<file path="src/design/safe_out_pkg.sv">
// constants, encodings and helpers for the safety output test pulse block
// Notes on behaviour
// RULE1: four output channels, each driven by its own selected status signal.
// RULE2: each channel drives its selected signal on two legs, A and B.
// RULE3: channel four pairs a sinking leg with a sourcing leg.
// RULE4: one status signal may feed several channels at once.
// RULE5: enabled, active channels get periodic brief off-pulses for diagnosis.
// RULE6: leg A and leg B pulses never overlap in time.
// RULE7: every off-pulse lasts the shared configurable off-time; the code clamps it to 1 .. half period minus one.
// RULE8: software picks an off-time short enough for the load to ignore.
// RULE9: test pulsing is enabled separately per channel.
// RULE10: a diagnosed fault raises the output fault alarm.
// RULE11: all channels stay off until start-up diagnosis completes.
// RULE12: a speed-monitor-disabling alarm forces every channel off.
// RULE13: other alarms leave all channels driving their signals.
// RULE14: pulsed leg must read low and the partner leg high, else fault.
// RULE15: selection codes pick one of ten sources or none (channel off).
package safe_out_pkg;
   localparam int CH_COUNT = 4;
   localparam int LEG_COUNT = 8;
   localparam int SRC_COUNT = 10;
   localparam int ADDR_W = 8;
   localparam int DATA_W = 32;
   localparam int SEL_W = 4;
   localparam int IRQ_W = 5;
   // register byte offsets
   localparam logic [7:0] OFS_OUT_SEL = 8'h00;
   localparam logic [7:0] OFS_PULSE_EN = 8'h04;
   localparam logic [7:0] OFS_OFF_TIME = 8'h08;
   localparam logic [7:0] OFS_IRQ_STAT = 8'h0C;
   localparam logic [7:0] OFS_IRQ_CLR = 8'h10;
   localparam logic [7:0] OFS_IRQ_EN = 8'h14;
   localparam logic [7:0] OFS_STATE = 8'h18;
   // reset values
   localparam logic [15:0] OUT_SEL_RST = 16'h0000;
   localparam logic [3:0] PULSE_EN_RST = 4'h0;
   localparam logic [15:0] OFF_TIME_RST = 16'h000A;
   localparam logic [4:0] IRQ_EN_RST = 5'h00;
   // status and state fields
   localparam int IRQ_FORCED_OFF = 4;
   localparam int STATE_RUN_BIT = 8;
   localparam int STATE_FAULT_BIT = 9;
   // selection codes
   localparam logic [3:0] SEL_NONE = 4'h0;
   localparam logic [3:0] SEL_STO = 4'h1;
   localparam logic [3:0] SEL_SS1 = 4'h2;
   localparam logic [3:0] SEL_SS2 = 4'h3;
   localparam logic [3:0] SEL_SLS1 = 4'h4;
   localparam logic [3:0] SEL_SLS2 = 4'h5;
   localparam logic [3:0] SEL_SLS3 = 4'h6;
   localparam logic [3:0] SEL_SLS4 = 4'h7;
   localparam logic [3:0] SEL_SPD_MON = 4'h8;
   localparam logic [3:0] SEL_SOS = 4'h9;
   localparam logic [3:0] SEL_SBC = 4'hA;
   // AXI responses
   localparam logic [1:0] RESP_OKAY = 2'h0;
   localparam logic [1:0] RESP_SLVERR = 2'h2;
   // timing: off-time counts in 1 us ticks
   localparam int CLK_PERIOD_NS = 4;
   localparam int OFF_UNIT_NS = 1000;
   localparam int TICK_CYC = OFF_UNIT_NS / CLK_PERIOD_NS;
   localparam logic [7:0] TICK_LAST = 8'(TICK_CYC - 1);
   localparam logic [15:0] PERIOD_TICKS_DEF = 16'h03E8;

   function automatic logic srcPick(input logic [3:0] sel,
                                    input logic [SRC_COUNT-1:0] src);
      logic [3:0] idx;
      idx = sel - SEL_STO;
      srcPick = (sel >= SEL_STO && sel <= SEL_SBC) ? src[idx] : 1'b0;
   endfunction

   function automatic logic [31:0] mergeBytes(input logic [31:0] old,
                                              input logic [31:0] data,
                                              input logic [3:0] strb);
      logic [31:0] res;
      res = old;
      for (int b = 0; b < 4; b++) begin
         if (strb[b]) begin
            res[8*b +: 8] = data[8*b +: 8];
         end
      end
      mergeBytes = res;
   endfunction
endpackage

</file>
<file path="src/design/feedback_sync.sv">
// two-flop synchroniser for the leg read-back pins
`timescale 1ns/1ps
module feedback_sync (
   input wire logic ref_clk, // core clock
   input wire logic reset_n, // synchronous reset, active low
   input wire logic [safe_out_pkg::LEG_COUNT-1:0] asyncIn, // raw pins
   output logic [safe_out_pkg::LEG_COUNT-1:0] syncOut // synchronised
);
   import safe_out_pkg::*;
   typedef struct packed {
      logic [LEG_COUNT-1:0] stage1;
      logic [LEG_COUNT-1:0] stage2;
   } sync_t;
   sync_t s;
   sync_t n;

   always_comb begin
      n = s;
      n.stage1 = asyncIn;
      n.stage2 = s.stage1;
   end

   always_ff @(posedge ref_clk) begin
      if (!reset_n) begin
         s <= '0;
      end else begin
         s <= n;
      end
   end

   assign syncOut = s.stage2;
endmodule

</file>
<file path="src/design/safety_output_test_pulse.sv">
// four duplicated safety outputs with test pulse diagnosis and AXI4-Lite
`timescale 1ns/1ps
module safety_output_test_pulse #(
   parameter logic [15:0] PULSE_PERIOD_TICKS = safe_out_pkg::PERIOD_TICKS_DEF
) (
   input wire logic ref_clk, // 250 MHz core clock
   input wire logic reset_n, // synchronous reset, active low
   input wire logic [7:0] s_axi_awaddr, // write address
   input wire logic s_axi_awvalid, // write address valid
   output logic s_axi_awready, // write address ready
   input wire logic [31:0] s_axi_wdata, // write data
   input wire logic [3:0] s_axi_wstrb, // write byte strobes
   input wire logic s_axi_wvalid, // write data valid
   output logic s_axi_wready, // write data ready
   output logic [1:0] s_axi_bresp, // write response
   output logic s_axi_bvalid, // write response valid
   input wire logic s_axi_bready, // write response ready
   input wire logic [7:0] s_axi_araddr, // read address
   input wire logic s_axi_arvalid, // read address valid
   output logic s_axi_arready, // read address ready
   output logic [31:0] s_axi_rdata, // read data
   output logic [1:0] s_axi_rresp, // read response
   output logic s_axi_rvalid, // read data valid
   input wire logic s_axi_rready, // read data ready
   input wire logic torque_off_status_out, // source 1
   input wire logic stop1_status_out, // source 2
   input wire logic stop2_status_out, // source 3
   input wire logic speed_limit1_status_out, // source 4
   input wire logic speed_limit2_status_out, // source 5
   input wire logic speed_limit3_status_out, // source 6
   input wire logic speed_limit4_status_out, // source 7
   input wire logic speed_monitor_status_out, // source 8
   input wire logic standstill_status_out, // source 9
   input wire logic brake_control_status_out, // source 10
   input wire logic startup_done, // start-up diagnosis complete
   input wire logic disable_class_alarm, // alarm of the disabling class
   input wire logic [safe_out_pkg::LEG_COUNT-1:0] legFeedback, // pins
   output logic safe_out_ch1_leg_a, // channel 1 leg A
   output logic safe_out_ch1_leg_b, // channel 1 leg B
   output logic safe_out_ch2_leg_a, // channel 2 leg A
   output logic safe_out_ch2_leg_b, // channel 2 leg B
   output logic safe_out_ch3_leg_a, // channel 3 leg A
   output logic safe_out_ch3_leg_b, // channel 3 leg B
   output logic safe_out_ch4_sink_leg, // channel 4 sinking leg
   output logic safe_out_ch4_source_leg, // channel 4 sourcing leg
   output logic output_fault_alarm, // sticky diagnosis fault alarm
   output logic irq // level interrupt
);
   import safe_out_pkg::*;

   typedef struct packed {
      logic awready;
      logic awHave;
      logic [7:0] awAddr;
      logic wready;
      logic wHave;
      logic [31:0] wData;
      logic [3:0] wStrb;
      logic bvalid;
      logic [1:0] bresp;
      logic arready;
      logic rvalid;
      logic [31:0] rdata;
      logic [1:0] rresp;
      logic [15:0] outSel;
      logic [3:0] pulseEn;
      logic [15:0] offTime;
      logic [IRQ_W-1:0] irqStat;
      logic [IRQ_W-1:0] irqEn;
      logic irq;
      logic [7:0] tickCnt;
      logic [15:0] phase;
      logic [CH_COUNT-1:0] chOn;
      logic [LEG_COUNT-1:0] legOut;
      logic faultAlarm;
      logic alarmPrev;
   } state_t;

   localparam state_t RST_STATE = '{outSel: OUT_SEL_RST,
                                    pulseEn: PULSE_EN_RST,
                                    offTime: OFF_TIME_RST,
                                    irqEn: IRQ_EN_RST,
                                    default: '0};
   localparam logic [15:0] HALF_TICKS = PULSE_PERIOD_TICKS >> 1;
   localparam logic [15:0] LAST_PHASE = PULSE_PERIOD_TICKS - 16'h0001;

   state_t s;
   state_t n;
   logic [LEG_COUNT-1:0] fb;
   logic [SRC_COUNT-1:0] srcVec;
   logic tick;
   logic runOk;
   logic [15:0] offEff;
   logic inA;
   logic inB;
   logic checkA;
   logic checkB;
   logic [CH_COUNT-1:0] on;
   logic [CH_COUNT-1:0] faultEv;
   logic forcedEv;
   logic [IRQ_W-1:0] clrMask;
   logic [31:0] merged;

   feedback_sync u_sync (
      .ref_clk(ref_clk),
      .reset_n(reset_n),
      .asyncIn(legFeedback),
      .syncOut(fb)
   );

   assign srcVec = {brake_control_status_out, standstill_status_out,
                    speed_monitor_status_out, speed_limit4_status_out,
                    speed_limit3_status_out, speed_limit2_status_out,
                    speed_limit1_status_out, stop2_status_out,
                    stop1_status_out, torque_off_status_out};

   always_comb begin
      n = s;
      clrMask = '0;
      merged = '0;
      on = '0;
      faultEv = '0;
      // 1 us tick and pulse period phase
      tick = (s.tickCnt == TICK_LAST);
      n.tickCnt = tick ? 8'h00 : s.tickCnt + 8'h01;
      if (tick) begin
         n.phase = (s.phase == LAST_PHASE) ? 16'h0000 : s.phase + 16'h0001;
      end
      // write path: address and data in either order
      if (s.awready && s_axi_awvalid) begin
         n.awHave = 1'b1;
         n.awAddr = s_axi_awaddr;
      end
      if (s.wready && s_axi_wvalid) begin
         n.wHave = 1'b1;
         n.wData = s_axi_wdata;
         n.wStrb = s_axi_wstrb;
      end
      if (s.awHave && s.wHave && !s.bvalid) begin
         n.awHave = 1'b0;
         n.wHave = 1'b0;
         n.bvalid = 1'b1;
         n.bresp = RESP_OKAY;
         case (s.awAddr)
            OFS_OUT_SEL: begin
               merged = mergeBytes({16'h0000, s.outSel}, s.wData, s.wStrb);
               n.outSel = merged[15:0];
            end
            OFS_PULSE_EN: begin
               merged = mergeBytes({28'h0, s.pulseEn}, s.wData, s.wStrb);
               n.pulseEn = merged[3:0];
            end
            OFS_OFF_TIME: begin
               merged = mergeBytes({16'h0000, s.offTime}, s.wData, s.wStrb);
               n.offTime = merged[15:0];
            end
            OFS_IRQ_CLR: begin
               merged = mergeBytes(32'h0, s.wData, s.wStrb);
               clrMask = merged[IRQ_W-1:0];
            end
            OFS_IRQ_EN: begin
               merged = mergeBytes({27'h0, s.irqEn}, s.wData, s.wStrb);
               n.irqEn = merged[IRQ_W-1:0];
            end
            OFS_IRQ_STAT, OFS_STATE: begin
               n.bresp = RESP_OKAY;
            end
            default: begin
               n.bresp = RESP_SLVERR;
            end
         endcase
      end
      if (s.bvalid && s_axi_bready) begin
         n.bvalid = 1'b0;
      end
      n.awready = !n.awHave && !n.bvalid;
      n.wready = !n.wHave && !n.bvalid;
      // read path
      if (s.rvalid && s_axi_rready) begin
         n.rvalid = 1'b0;
      end
      if (s.arready && s_axi_arvalid) begin
         n.rvalid = 1'b1;
         n.rresp = RESP_OKAY;
         case (s_axi_araddr)
            OFS_OUT_SEL: n.rdata = {16'h0000, s.outSel};
            OFS_PULSE_EN: n.rdata = {28'h0, s.pulseEn};
            OFS_OFF_TIME: n.rdata = {16'h0000, s.offTime};
            OFS_IRQ_STAT: n.rdata = {27'h0, s.irqStat};
            OFS_IRQ_CLR: n.rdata = 32'h0;
            OFS_IRQ_EN: n.rdata = {27'h0, s.irqEn};
            OFS_STATE: n.rdata = {22'h0, s.faultAlarm, |s.chOn, s.legOut};
            default: begin
               n.rdata = 32'h0;
               n.rresp = RESP_SLVERR;
            end
         endcase
      end
      n.arready = !n.rvalid;
      // channels: held off until start-up ends and on disabling alarm
      runOk = startup_done && !disable_class_alarm; // RULE11 RULE12 RULE13
      // off-time clamped to 1 .. half period minus one so windows never overlap
      if (s.offTime == 16'h0000) begin
         offEff = 16'h0001;
      end else if (s.offTime >= HALF_TICKS) begin
         offEff = HALF_TICKS - 16'h0001;
      end else begin
         offEff = s.offTime; // RULE7
      end
      inA = (s.phase < offEff); // RULE6
      inB = (s.phase >= HALF_TICKS) &&
            (s.phase < HALF_TICKS + offEff); // RULE6
      checkA = tick && (s.phase == offEff - 16'h0001);
      checkB = tick && (s.phase == HALF_TICKS + offEff - 16'h0001);
      for (int c = 0; c < CH_COUNT; c++) begin
         // ch4 leg A sinks and leg B sources; both active high here
         on[c] = runOk && srcPick(s.outSel[SEL_W*c +: SEL_W],
                                  srcVec); // RULE1 RULE4 RULE15
         n.legOut[2*c] = on[c] && !(s.pulseEn[c] && inA); // RULE2 RULE5
         n.legOut[2*c+1] = on[c] && !(s.pulseEn[c] && inB); // RULE3 RULE9
         faultEv[c] = s.chOn[c] && s.pulseEn[c] &&
            ((checkA && !s.legOut[2*c] && s.legOut[2*c+1] &&
              (fb[2*c] || !fb[2*c+1])) ||
             (checkB && s.legOut[2*c] && !s.legOut[2*c+1] &&
              (fb[2*c+1] || !fb[2*c]))); // RULE14
      end
      n.chOn = on;
      n.faultAlarm = s.faultAlarm || (|faultEv); // RULE10
      n.alarmPrev = disable_class_alarm;
      forcedEv = disable_class_alarm && !s.alarmPrev;
      // set wins over a clear in the same cycle
      n.irqStat = (s.irqStat & ~clrMask) | {forcedEv, faultEv};
      n.irq = |(n.irqStat & n.irqEn);
   end

   always_ff @(posedge ref_clk) begin
      if (!reset_n) begin
         s <= RST_STATE;
      end else begin
         s <= n;
      end
   end

   assign s_axi_awready = s.awready;
   assign s_axi_wready = s.wready;
   assign s_axi_bvalid = s.bvalid;
   assign s_axi_bresp = s.bresp;
   assign s_axi_arready = s.arready;
   assign s_axi_rvalid = s.rvalid;
   assign s_axi_rdata = s.rdata;
   assign s_axi_rresp = s.rresp;
   assign safe_out_ch1_leg_a = s.legOut[0];
   assign safe_out_ch1_leg_b = s.legOut[1];
   assign safe_out_ch2_leg_a = s.legOut[2];
   assign safe_out_ch2_leg_b = s.legOut[3];
   assign safe_out_ch3_leg_a = s.legOut[4];
   assign safe_out_ch3_leg_b = s.legOut[5];
   assign safe_out_ch4_sink_leg = s.legOut[6];
   assign safe_out_ch4_source_leg = s.legOut[7];
   assign output_fault_alarm = s.faultAlarm;
   assign irq = s.irq;

   // checks
   logic [CH_COUNT-1:0] legA;
   logic [CH_COUNT-1:0] legB;
   logic [23:0] offCnt0;
   logic [23:0] pulseCyc;
   always_comb begin
      for (int c = 0; c < CH_COUNT; c++) begin
         legA[c] = s.legOut[2*c];
         legB[c] = s.legOut[2*c+1];
      end
   end
   assign pulseCyc = 24'(offEff) * 24'(TICK_CYC);
   always_ff @(posedge ref_clk) begin
      if (!reset_n || !s.chOn[0] || s.legOut[0]) begin
         offCnt0 <= 24'h000000;
      end else begin
         offCnt0 <= offCnt0 + 24'h000001;
      end
   end
endmodule

</file>
<file path="config.mk">
export PLATFORM = sky130hd
export DESIGN_NAME = safety_output_test_pulse
export DESIGN_NICKNAME = d
export VERILOG_FILES = /design/src/design/safe_out_pkg.sv /design/src/design/feedback_sync.sv /design/src/design/safety_output_test_pulse.sv
export SDC_FILE = /design/constraint.sdc
export NUM_CORES = 1
export LEC_CHECK = 0
export BUFFER_PORTS_ARGS = -buffer_cell sky130_fd_sc_hd__buf_2
export CORE_MARGIN = 10
export CORE_UTILIZATION = 30
export DETAILED_ROUTE_END_ITERATION = 16
export PLACE_DENSITY = 0.55
export SYNTH_ARGS = -nofsm -noshare
export SYNTH_HDL_FRONTEND = slang
export SYNTH_SLANG_ARGS = --single-unit
</file>
<file path="constraint.sdc">
create_clock -name ref_clk -period 7.8 [get_ports ref_clk]
set_clock_uncertainty 0.15 [all_clocks]
set_input_delay 0.39 -clock ref_clk [delete_from_list [all_inputs] [get_ports ref_clk]]
set_output_delay 0.39 -clock ref_clk [all_outputs]
set_load 0.01 [all_outputs]
</file>
# Word-level counts from Yosys, hierarchy flattened
# Cells that the tools add are included.
# totals
elab_cells	235
input_bits	79
out_inout_bits	51
reg_bits	188
# op_classes
add_sub_neg	9
magnitude_cmp	16
eq_ne	16
n_bitwise	5
n_mux	32
n_reduce_logical	128
# op_table
op	count
one-hot mux 16 bit (6 select lines)	1
logical AND 1 bit	70
equality test 8 x 5 -> 1 bit, second input constant	6
2-to-1 mux 16 bit	3
2-to-1 mux 37 bit	1
2-to-1 mux 35 bit	1
equality test 16 bit	2
equality test 8 x 4 -> 1 bit, second input constant	4
>= comparator 16 x 9 -> 1 bit, second input constant	2
less-than comparator 16 bit	2
subtractor 16 x 1 -> 16 bit, second input constant	2
logical NOT 1 bit	31
2-to-1 mux 5 bit	6
less-than comparator 4 x 5 -> 1 bit, second input constant	4
adder 16 x 1 -> 16 bit, second input constant	1
adder 9 x 16 -> 16 bit, first input constant	1
binary-select mux 1 bit (select 4 bit)	4
equality test 16 x 10 -> 1 bit, second input constant	1
equality test 8 x 3 -> 1 bit, second input constant	2
>= comparator 4 x 1 -> 1 bit, second input constant	4
<= comparator 4 bit, second input constant	4
logical NOT 16 bit	1
logical NOT 8 bit	2
subtractor 4 x 1 -> 4 bit, second input constant	4
other kinds (16)	47

# Longest topological paths before layout
# Gate-level depths: netlist of run 1.
# logic_depth
word_depth	15
depth_mapped	19
mapped_depth_nobuf	17

# Modules after synthesis
# A second synthesis of run 1 with hierarchy kept.
# hier_totals
cells_unflattened	1056
area_unflattened_um2	8597.0
# modules_own_cells
mod	seq_area_each_um2	cells_per_inst	n_inst	area_each_um2
safety_output_test_pulse	2722.6	1023	1	8150.3
feedback_sync	320.3	33	1	446.7

# Least setup slack after synthesis of run 1
# Ideal clock, no wire load.
# synth_timing
path_type	register to register
startpoint	register s[64] in the netlist's numbering
endpoint	register s, in the netlist irq
path_stages_with_launch	19
n_path_buf	3
arrival_ns	4.103
slack_ns	3.454
required_time_ns	7.557
setup_time_ns	0.093
period_less_slack_ns	4.346
path_cell_list	dfxtp_1 > or4_1 > buf_2 > nor2_1 > clkbuf_1 > nand2_1 > nor3_1 > ha_1 > clkbuf_1 > nand2_1 > o21ai_0 > or4b_1 > a21oi_1 > nor2_1 > nor3_2 > nand4_1 > a31oi_1 > a22oi_2 > o311ai_2
# synth_via
elab_chain_cells	15
word_cells_on_any_way	46
cone_classes	add/sub: 3; order compare: 1; eq/ne: 2; mux: 2; bitwise: 2; reduce/logical: 36
# synth_lines
element	line	text
start: declaration	safety_output_test_pulse.sv:87	state_t s;
start signal: assignment	safety_output_test_pulse.sv:240	s <= n;
>= comparator 16 x 9 -> 1 bit	safety_output_test_pulse.sv:205	end else if (s.offTime >= HALF_TICKS) begin
2-to-1 mux 16 bit	safety_output_test_pulse.sv:205	
2-to-1 mux 16 bit (*)	safety_output_test_pulse.sv:203	if (s.offTime == 16'h0000) begin
adder 9 x 16 -> 16 bit	safety_output_test_pulse.sv:214	checkB = tick && (s.phase == HALF_TICKS + offEff - 16'h0001);
subtractor 16 x 1 -> 16 bit	safety_output_test_pulse.sv:214	
equality test 16 bit	safety_output_test_pulse.sv:214	
logical AND 1 bit	safety_output_test_pulse.sv:214	
logical AND 1 bit (3 in series)	safety_output_test_pulse.sv:224	(checkB && s.legOut[2*c] && !s.legOut[2*c+1] &&
logical OR 1 bit	safety_output_test_pulse.sv:223	(fb[2*c] || !fb[2*c+1])) ||
logical AND 1 bit	safety_output_test_pulse.sv:221	faultEv[c] = s.chOn[c] && s.pulseEn[c] &&
bitwise OR 5 bit (*)	safety_output_test_pulse.sv:232	n.irqStat = (s.irqStat & ~clrMask) | {forcedEv, faultEv};
bitwise AND 5 bit (*)	safety_output_test_pulse.sv:233	n.irq = |(n.irqStat & n.irqEn);
OR reduction 5 bit (*)	safety_output_test_pulse.sv:233	
# Every way passes the cells marked *; elsewhere a longest branch is shown, timed or not.
# A chain may end at the register's enable or synchronous reset.

# Worst setup path in the final report of run 1
# Ends and elaborated chain as after synthesis.

==> results of run 1 <==
power groups by stage:
stage | registers, mW | logic [mW] | clock network [mW]
after floorplan | 0.819 | 0.0679 | 0
after global routing | 0.811 | 0.107 | 0.864
after CTS | 0.808 | 0.0951 | 0.830
final | 0.809 | 0.0948 | 0.812
after detailed placement | 0.826 | 0.0929 | 0
after global placement | 0.826 | 0.0921 | 0
path summary, 6_finish.rpt:
check                      start                end  cells past startpoint
setup reg to reg           s[64]                irq                     15
hold reg to reg      u_sync.n[7]  u_sync.syncOut[7]                      1
setup / recovery           s[64]                irq                     15
hold / removal    legFeedback[3]        u_sync.n[3]                      2
registers in the layout (all words and copies together), names as in the netlist, 8 cells and up:
register,flops
u_sync.syncOut,8
s_axi_rdata,16
s,103
u_sync.n,8
cell families after synthesis:
logic type               count (synthesis)  synth area share [%]
flip-flops                             152                  34.2
XOR/XNOR                                49                  4.82
buffers and inverters                  140                  7.53
adder cells (fa/ha/maj)                 49                  6.88
AO/OA/AOI/OAI                          201                  15.4
other                                    2                0.0843
AND/OR/NAND/NOR                        422                  23.2
multiplexers                            59                  7.94
stage by stage:
step                setup slack [ps]  utilization, %
global route                    2140            34.3
CTS                             2570            34.3
floorplan                       3450               -
finish                          2510            34.3
detailed placement              2610            32.1
global placement                2580            32.1
layout make-up:
cell class	instances	area share (%)
clock buffers	17	4.21
flip-flops and latches	152	30.1
inverters	42	1.56
repair buffers	100	5.25
multi-input cells	810	52.4
well taps	390	4.83
clock inverters	15	1.59
placed cells by master, fill, tap and decap left out, drive strengths merged, types with 12 or more instances in the layout:
cell	netlist	layout
dfxtp	152	152
nand2	129	129
nor2	111	111
buf	43	95
a21oi	82	82
ha	49	49
inv	41	48
mux2i	38	38
xnor2	33	33
nand3	31	31
conb	2	30
nor3	28	28
and2	24	24
o21ai	22	22
clkbuf	55	17
and3	16	16
xor2	16	16
a22oi	14	14
mux2	13	13
nand4	12	12
nand3b	12	12
layer usage:
layer	vias up	routed length, µm
met4	0	289
met5	-	0
met1	3580	12800
li1	3802	-
met2	211	10500
met3	22	1540
what timing repair did:
item                      in CTS  in global routing
gates resized for setup        0                  0
hold buffers                   5                  0
hold endpoints to repair       5                  0
cells in the mapped netlist, types with 3 or more instances:
| library cell | instances | area [µm²] |
|---|---|---|
| o22ai_1 | 5 | 31.3 |
| nand4_1 | 12 | 75.1 |
| nor2b_1 | 6 | 37.5 |
| xnor2_1 | 33 | 289 |
| nor3_1 | 25 | 125 |
| mux4_2 | 8 | 180 |
| a21oi_1 | 81 | 405 |
| nand2_1 | 129 | 484 |
| o21a_1 | 9 | 67.6 |
| o211a_1 | 5 | 50.1 |
| nor3b_1 | 10 | 75.1 |
| nand2b_1 | 6 | 37.5 |
| a31oi_1 | 10 | 62.6 |
| or3_1 | 9 | 56.3 |
| o31ai_1 | 4 | 30.0 |
| a21o_1 | 3 | 22.5 |
| nand3_1 | 31 | 155 |
| o21ai_0 | 19 | 95.1 |
| buf_1 | 4 | 15.0 |
| a211o_1 | 3 | 26.3 |
| dfxtp_1 | 152 | 3040 |
| mux2i_1 | 38 | 380 |
| inv_1 | 41 | 154 |
| o211ai_1 | 3 | 22.5 |
| clkbuf_1 | 55 | 206 |
| nand3b_1 | 12 | 90.1 |
| o221ai_1 | 7 | 61.3 |
| a2111oi_0 | 4 | 35.0 |
| nor2_1 | 110 | 413 |
| xor2_1 | 16 | 140 |
| mux2_2 | 13 | 146 |
| nor4_1 | 9 | 56.3 |
| or4_1 | 6 | 45.0 |
| buf_4 | 36 | 270 |
| and3_1 | 16 | 100 |
| and2_1 | 24 | 150 |
| a22oi_1 | 13 | 97.6 |
| a211oi_1 | 7 | 52.6 |
| ha_1 | 49 | 613 |
==> key figures, run 1 <==
Routing
  – Vias per std cell: 4.99
  – WL/cell: roughly 16 µm
  – Post-route DRC violation count: 0
  – Routed wire length: between 20 and 30 mm
  – Detailed Routing Iterations Pass 1: 5
  – Via count: 7,615
  – Antenna Nets Post-Route: 0
  – Initial DRC count: ~520

Yosys
  – Post-synth EDFFs: 0
  – Post-synthesis sequential area ratio: between 30% and 40%
  – Netlist cell types: 80
  – Mean area per synthesized cell: about 8.3 µm²
  – Main synth FF type: dfxtp_1
  – Ys async rst share: 0%
  – Cell count after synthesis: approximately 1.1k
  – Seq cells post-synth: 152
  – Ys Warns: 0
  – Mapped Area: 8910 µm²

Power and ir drop
  – Internal: 1.26 mW
  – Clk network pwr share: 47.3%
  – Register share of total power: a little under half
  – Pwr/cell area: around 170 nW/µm²
  – Total power: 1.72 mW
  – Sw Ratio: 26.8%
  – Max VDD drop: 0.000133 V
  – Net Sw Power: about 0.46 mW
  – Comb pwr share: around 5.5%
  – Leak Pwr: between 4 and 5 nW

Placement
  – Placed cells: approximately 1.5k
  – Buffers on Ports: between 90 and 100
  – Global placer's final weighted congestion: 0.888
  – Placed Area: approximately 9500 µm²
  – Post-DP HPWL: between 15 and 20 mm

Global routing
  – Total track usage: between 10% and 20%
  – GR Layer Usage met2: 19.5%
  – Largest net degree at the start of global routing: 66
  – GR peak layer: met1
  – Vias in the first global route: 7,284
  – Initial antenna violation count: 0
  – First-pass GRT wire length: between 40 and 50 mm
  – GR Util met3: between 2 and 3%
  – Total global routing overflow: 0
  – GRT met1 Usage: 20.3%

Die
  – Die Width: a little under 200 µm
  – Core area: 29,500 µm²
  – Initial Util: a little under a third
  – IO Pins: 130
  – Die area: ~37,000 µm²
  – Row Count: between 60 and 70
  – Die H: 192 µm

Timing
  – Maximum clock frequency: between 150 and 200 MHz
  – Hold Vio Cnt, Final: 0
  – Max-slew violations: 0
  – Max-slew headroom: a little over a third
  – RSZ-0062 raised after global routing: no
  – Post-Route Setup TNS: 0 ps
  – Worst slew pin tran: 962 ps
  – Minimum hold slack: between 10 and 15 ps
  – Tcrit/Tclk final: approximately two thirds
  – Setup-failing EPs final: 0
  – Minimum clock period: ~5300 ps

Clock network
  – Root Buffer: clkbuf_16
  – CTS sink count: 152
  – TritonCTS clock tree: built
  – Clock-pin slew on the worst setup and hold paths: 70 ps
  – Max clock buf depth: 2
  – Post-CTS Setup Repair Bufs: 0
  – Number of CTS-inserted buffers: 17
  – Worst-Skew Late Latency: ~440 ps
  – Htree depth: 4

Finish
  – Syn-to-layout area delta: 13.4%
  – Layout cells sized above 1: 15.0%
  – Non-filler cells, final: around 1.5k
  – Nets: 1,251
  – N_diodes: 0
  – Register Area: ~3000 µm²
  – Fin area: between 10,000 and 15,000 µm²
  – # fillers: roughly 3.2k
  – Multi-input gate area: roughly 5300 µm²

Critical path
  – Slowest cell delay on critical path: 790 ps
  – Top Family by Delay on Critical Path: simple AND/OR/NAND/NOR gates
  – CP required: 7990 ps
  – CP startpoint kind: flop
  – CP Cell Sequence: or4_1, nor2_1, nand2_1, nor3_1, ha_1, nand2_1, o21ai_0, or4b_1, a21oi_1, o21ai_0, a2111oi_0, nand2_1, o2111ai_1, nand3_1, o311ai_2
  – Crit path max-delay cell type: nor2_1
  – Most frequent CP cell: nand2_1
  – Arr. time, crit path: ~5500 ps
  – Crit path max fanout: 14
  – Setup crit end kind: flop
  – Flop-to-flop setup slack: 2510 ps
  – Buf+Inv Stages, Crit Path: 0
  – Crit path kind: flop to flop

Job
  – Max cap viols: 0

Outcome
  – Status: completed

Hold path
  – Tightest Hold Check Type: primary input to flop
Power figures use the tool's default switching activity.
==> run 2, diff against run 1 <==
ABC_AREA = 1   (was default)
PLACE_DENSITY = 0.57   (was 0.55)
clock period = 4.8 ns   (was 7.8 ns; I/O delays follow)
==> run 2 against run 1 <==
Compared with the run above:
- global-route usage is 0.43 points higher
- routed wire length up 2.0%
- hold slack gained 92 ps
- area after synthesis is 1.4% lower
- combinational power is 120% higher
- critical path type unchanged
- largest cell class unchanged
- largest power group is now registers
==> key figures, run 2 <==
Die
  – Row Count: 62
  – Core area: 28,800 µm²
  – IO Pins: 130
  – Die H: between 150 and 200 µm
  – Die area: 36,500 µm²
  – Initial Util: a little under a third
  – Die Width: around 190 µm

Finish
  – Max reg flops: 103
  – N_diodes: 0
  – Syn-to-layout area delta: 18.6%
  – Reg with most FFs: s
  – Layout Utilization: between 30 and 40%
  – Nets: between 1k and 1.5k
  – Most frequent cells in the layout: nand2_1 (194), inv_1 (170), dfxtp_1 (152), nor2_1 (148), o21ai_0 (110)
  – Most common cell after layout, fill and taps aside: nand2_1
  – # fillers: between 3k and 4k
  – Layout cells sized above 1: between 10% and 20%

Clock network
  – TritonCTS clock tree: built
  – Number of CTS-inserted buffers: 17
  – Post-CTS sizing: 0
  – Max clock buf depth: 2
  – Htree depth: 4
  – Root Buffer: clkbuf_16
  – Worst-Skew Late Latency: about 430 ps
  – Cts hold-fix bufs: 37
  – Post-CTS Setup Repair Bufs: 0
  – CTS sink count: about 150
  – Clock-pin slew on the worst setup and hold paths: 70 ps

Yosys
  – Most frequent cells after synthesis: nand2_1 (194), inv_1 (170), dfxtp_1 (152)
  – Seq cells post-synth: 152
  – Netlist cell types: 56
  – Top cells by area, synth: dfxtp_1 (35%), nand2_1 (8.3%), inv_1 (7.3%)
  – Mean area per synthesized cell: just over 7 µm²
  – Ys async rst share: 0%
  – Mapped Area: just under 9000 µm²
  – Dominant cell type by area after synthesis: dfxtp_1
  – Post-synth top area share: ~35%
  – Post-synthesis sequential area ratio: about a third
  – Main synth FF type: dfxtp_1
  – Post-synth EDFFs: 0
  – Ys Warns: 0
  – Most common cell in the netlist: nand2_1
  – Cell count after synthesis: about 1.2k

Timing
  – Final worst slack: between 500 and 600 ps
  – Post-Route Setup TNS: 0 ps
  – Worst slew pin tran: about 900 ps
  – Max-slew headroom: approximately two fifths
  – Max-slew violations: 0
  – Minimum clock period: 4220 ps
  – Maximum clock frequency: approximately 240 MHz
  – Hold Vio Cnt, Final: 0
  – Setup-failing EPs final: 0
  – RSZ-0062 raised after global routing: no
  – Tcrit/Tclk final: approximately 90%

Critical path
  – R2R Path Start: s[58]
  – CP required: around 5000 ps
  – Crit path kind: flop to flop
  – Crit path max fanout: 14
  – Setup crit end kind: flop
  – CP startpoint kind: flop
  – Arr. time, crit path: between 4000 and 5000 ps
  – Worst Setup SP: s[58]

Power and ir drop
  – Register share of total power: 46.9%
  – Pwr/cell area: 270 nW/µm²
  – Leak Pwr: about 4.7 nW
  – Net Sw Power: 0.731 mW
  – Comb pwr share: around 7.4%
  – Internal: between 2 and 2.5 mW
  – Total power: 2.81 mW
  – Clk network pwr share: a little under half
  – Max VDD drop: 0.000227 V
  – Sw Ratio: between 20 and 30%

Routing
  – Vias per std cell: around 4.7
  – Initial DRC count: between 400 and 500
  – Via count: slightly above 8k
  – Routed wire length: around 26 mm
  – Detailed Routing Iterations Pass 1: 8
  – Antenna Nets Post-Route: 0
  – WL/cell: between 10 and 15 µm
  – Post-route DRC violation count: 0

Global routing
  – Vias in the first global route: 8,004
  – Largest net degree at the start of global routing: 52
  – Initial antenna violation count: 0
  – Total global routing overflow: 0
  – Total track usage: approximately 14%
  – First-pass GRT wire length: roughly 41 mm

Hold path
  – Hold path start: s_axi_araddr[3]
  – Tightest Hold Check Type: primary input to flop

Job
  – Max cap viols: 0

Placement
  – Buffers on Ports: between 90 and 100
  – Post-DP HPWL: 19.8 mm
  – Pre-CTS setup slack: around 600 ps
  – Global placer's final weighted congestion: between 0.8 and 0.9

Outcome
  – Status: completed
==> run 2: changes by cell type after synthesis, moves of 12 or more <==
| cell | previous run | this run |
|---|---|---|
| and2_1 | 24 | 0 |
| and3_1 | 16 | 1 |
| o22ai_1 | 5 | 17 |
| inv_1 | 41 | 170 |
| o21ai_0 | 19 | 110 |
| nor2_1 | 110 | 148 |
| nand2_1 | 129 | 194 |
| a22oi_1 | 13 | 1 |
| xnor2_1 | 33 | 5 |
| nand3_1 | 31 | 46 |
| mux2i_1 | 38 | 2 |
| clkbuf_1 | 55 | 26 |
| mux2_2 | 13 | 0 |
| a21oi_1 | 81 | 94 |
==> run 2: cell families (layout without fill, tap and decap cells) <==
| kind of cell | after synthesis | count (layout) | share of synthesized area, % |
|---|---|---|---|
| AOI/OAI and AO/OA | 272 | 272 | 17.4 |
| DFF | 152 | 152 | 34.7 |
| xor gates and xnor gates | 20 | 20 | 2.00 |
| buffers and inverters | 249 | 352 | 12.4 |
| other | 2 | 30 | 0.0855 |
| adders and majority gates | 49 | 49 | 6.98 |
| muxes | 2 | 2 | 0.228 |
| and+or+nand+nor | 494 | 494 | 26.2 |
==> run 2: path summary, 6_finish.rpt <==
check / cells after the start / end / slack [ps]
min reg2reg: 2 / u_sync.syncOut[5] / 260
min: 5 / s_axi_rresp[1] / 100
max: 24 / safe_out_ch4_source_leg / 580
max reg2reg: 24 / safe_out_ch4_source_leg / 580
==> run 2: critical path: stages (launching register included) <==
cell and delay, ps:
dfxtp_1 300, inv_1 140, nand2_2 120, nor2_8 300, nand2_4 110, inv_2 80, nand2_2 90, inv_1 100
ha_1 310, nor2_1 110, nor2_1 190, nor2_4 80, ha_1 280, nand2_1 70, inv_1 40, nand4_1 70
o211ai_1 110, a211oi_1 280, nor2_1 70, o21ai_0 140, nand2_1 70, a221oi_1 660, nand2_1 110, nand2_1 90
inv_1 40
==> run 2: layer usage <==
layer	wire, µm	GRT usage (%)	vias up	share of wire (%)
met5	0	0	-	0
met4	486	4.60	0	1.9
met3	938	2.53	29	3.7
met2	12500	24.1	151	49
met1	11700	17.3	3785	46
li1	-	-	4266	-
==> run 2: area by class of cell <==
type	instances	area [µm²]	area share [%]
timing repair buffer	137	888	8.53
multi-input combinational	867	4750	45.6
inverter	183	691	6.63
clock buffer	19	453	4.35
tap	384	480	4.61
clock inverter	13	110	1.06
sequential	152	3040	29.2
==> run 2: power groups by stage <==
stage,sequential [mW],combinational [mW],clock [mW]
after floorplan,1.34,0.130,0
after global placement,1.35,0.183,0
after detailed placement,1.35,0.185,0
after CTS,1.32,0.209,1.32
after global routing,1.32,0.240,1.36
final,1.32,0.209,1.29
==> run 2: metrics by stage <==
step                instance area (µm²)  instances  hold WS, ps
finish                            10400       1755          104
global route                      10400       1755          182
CTS                               10400       1755         79.2
detailed placement                 9480       1686          250
global placement                   9480       1686          246
floorplan                          8880       1268          183
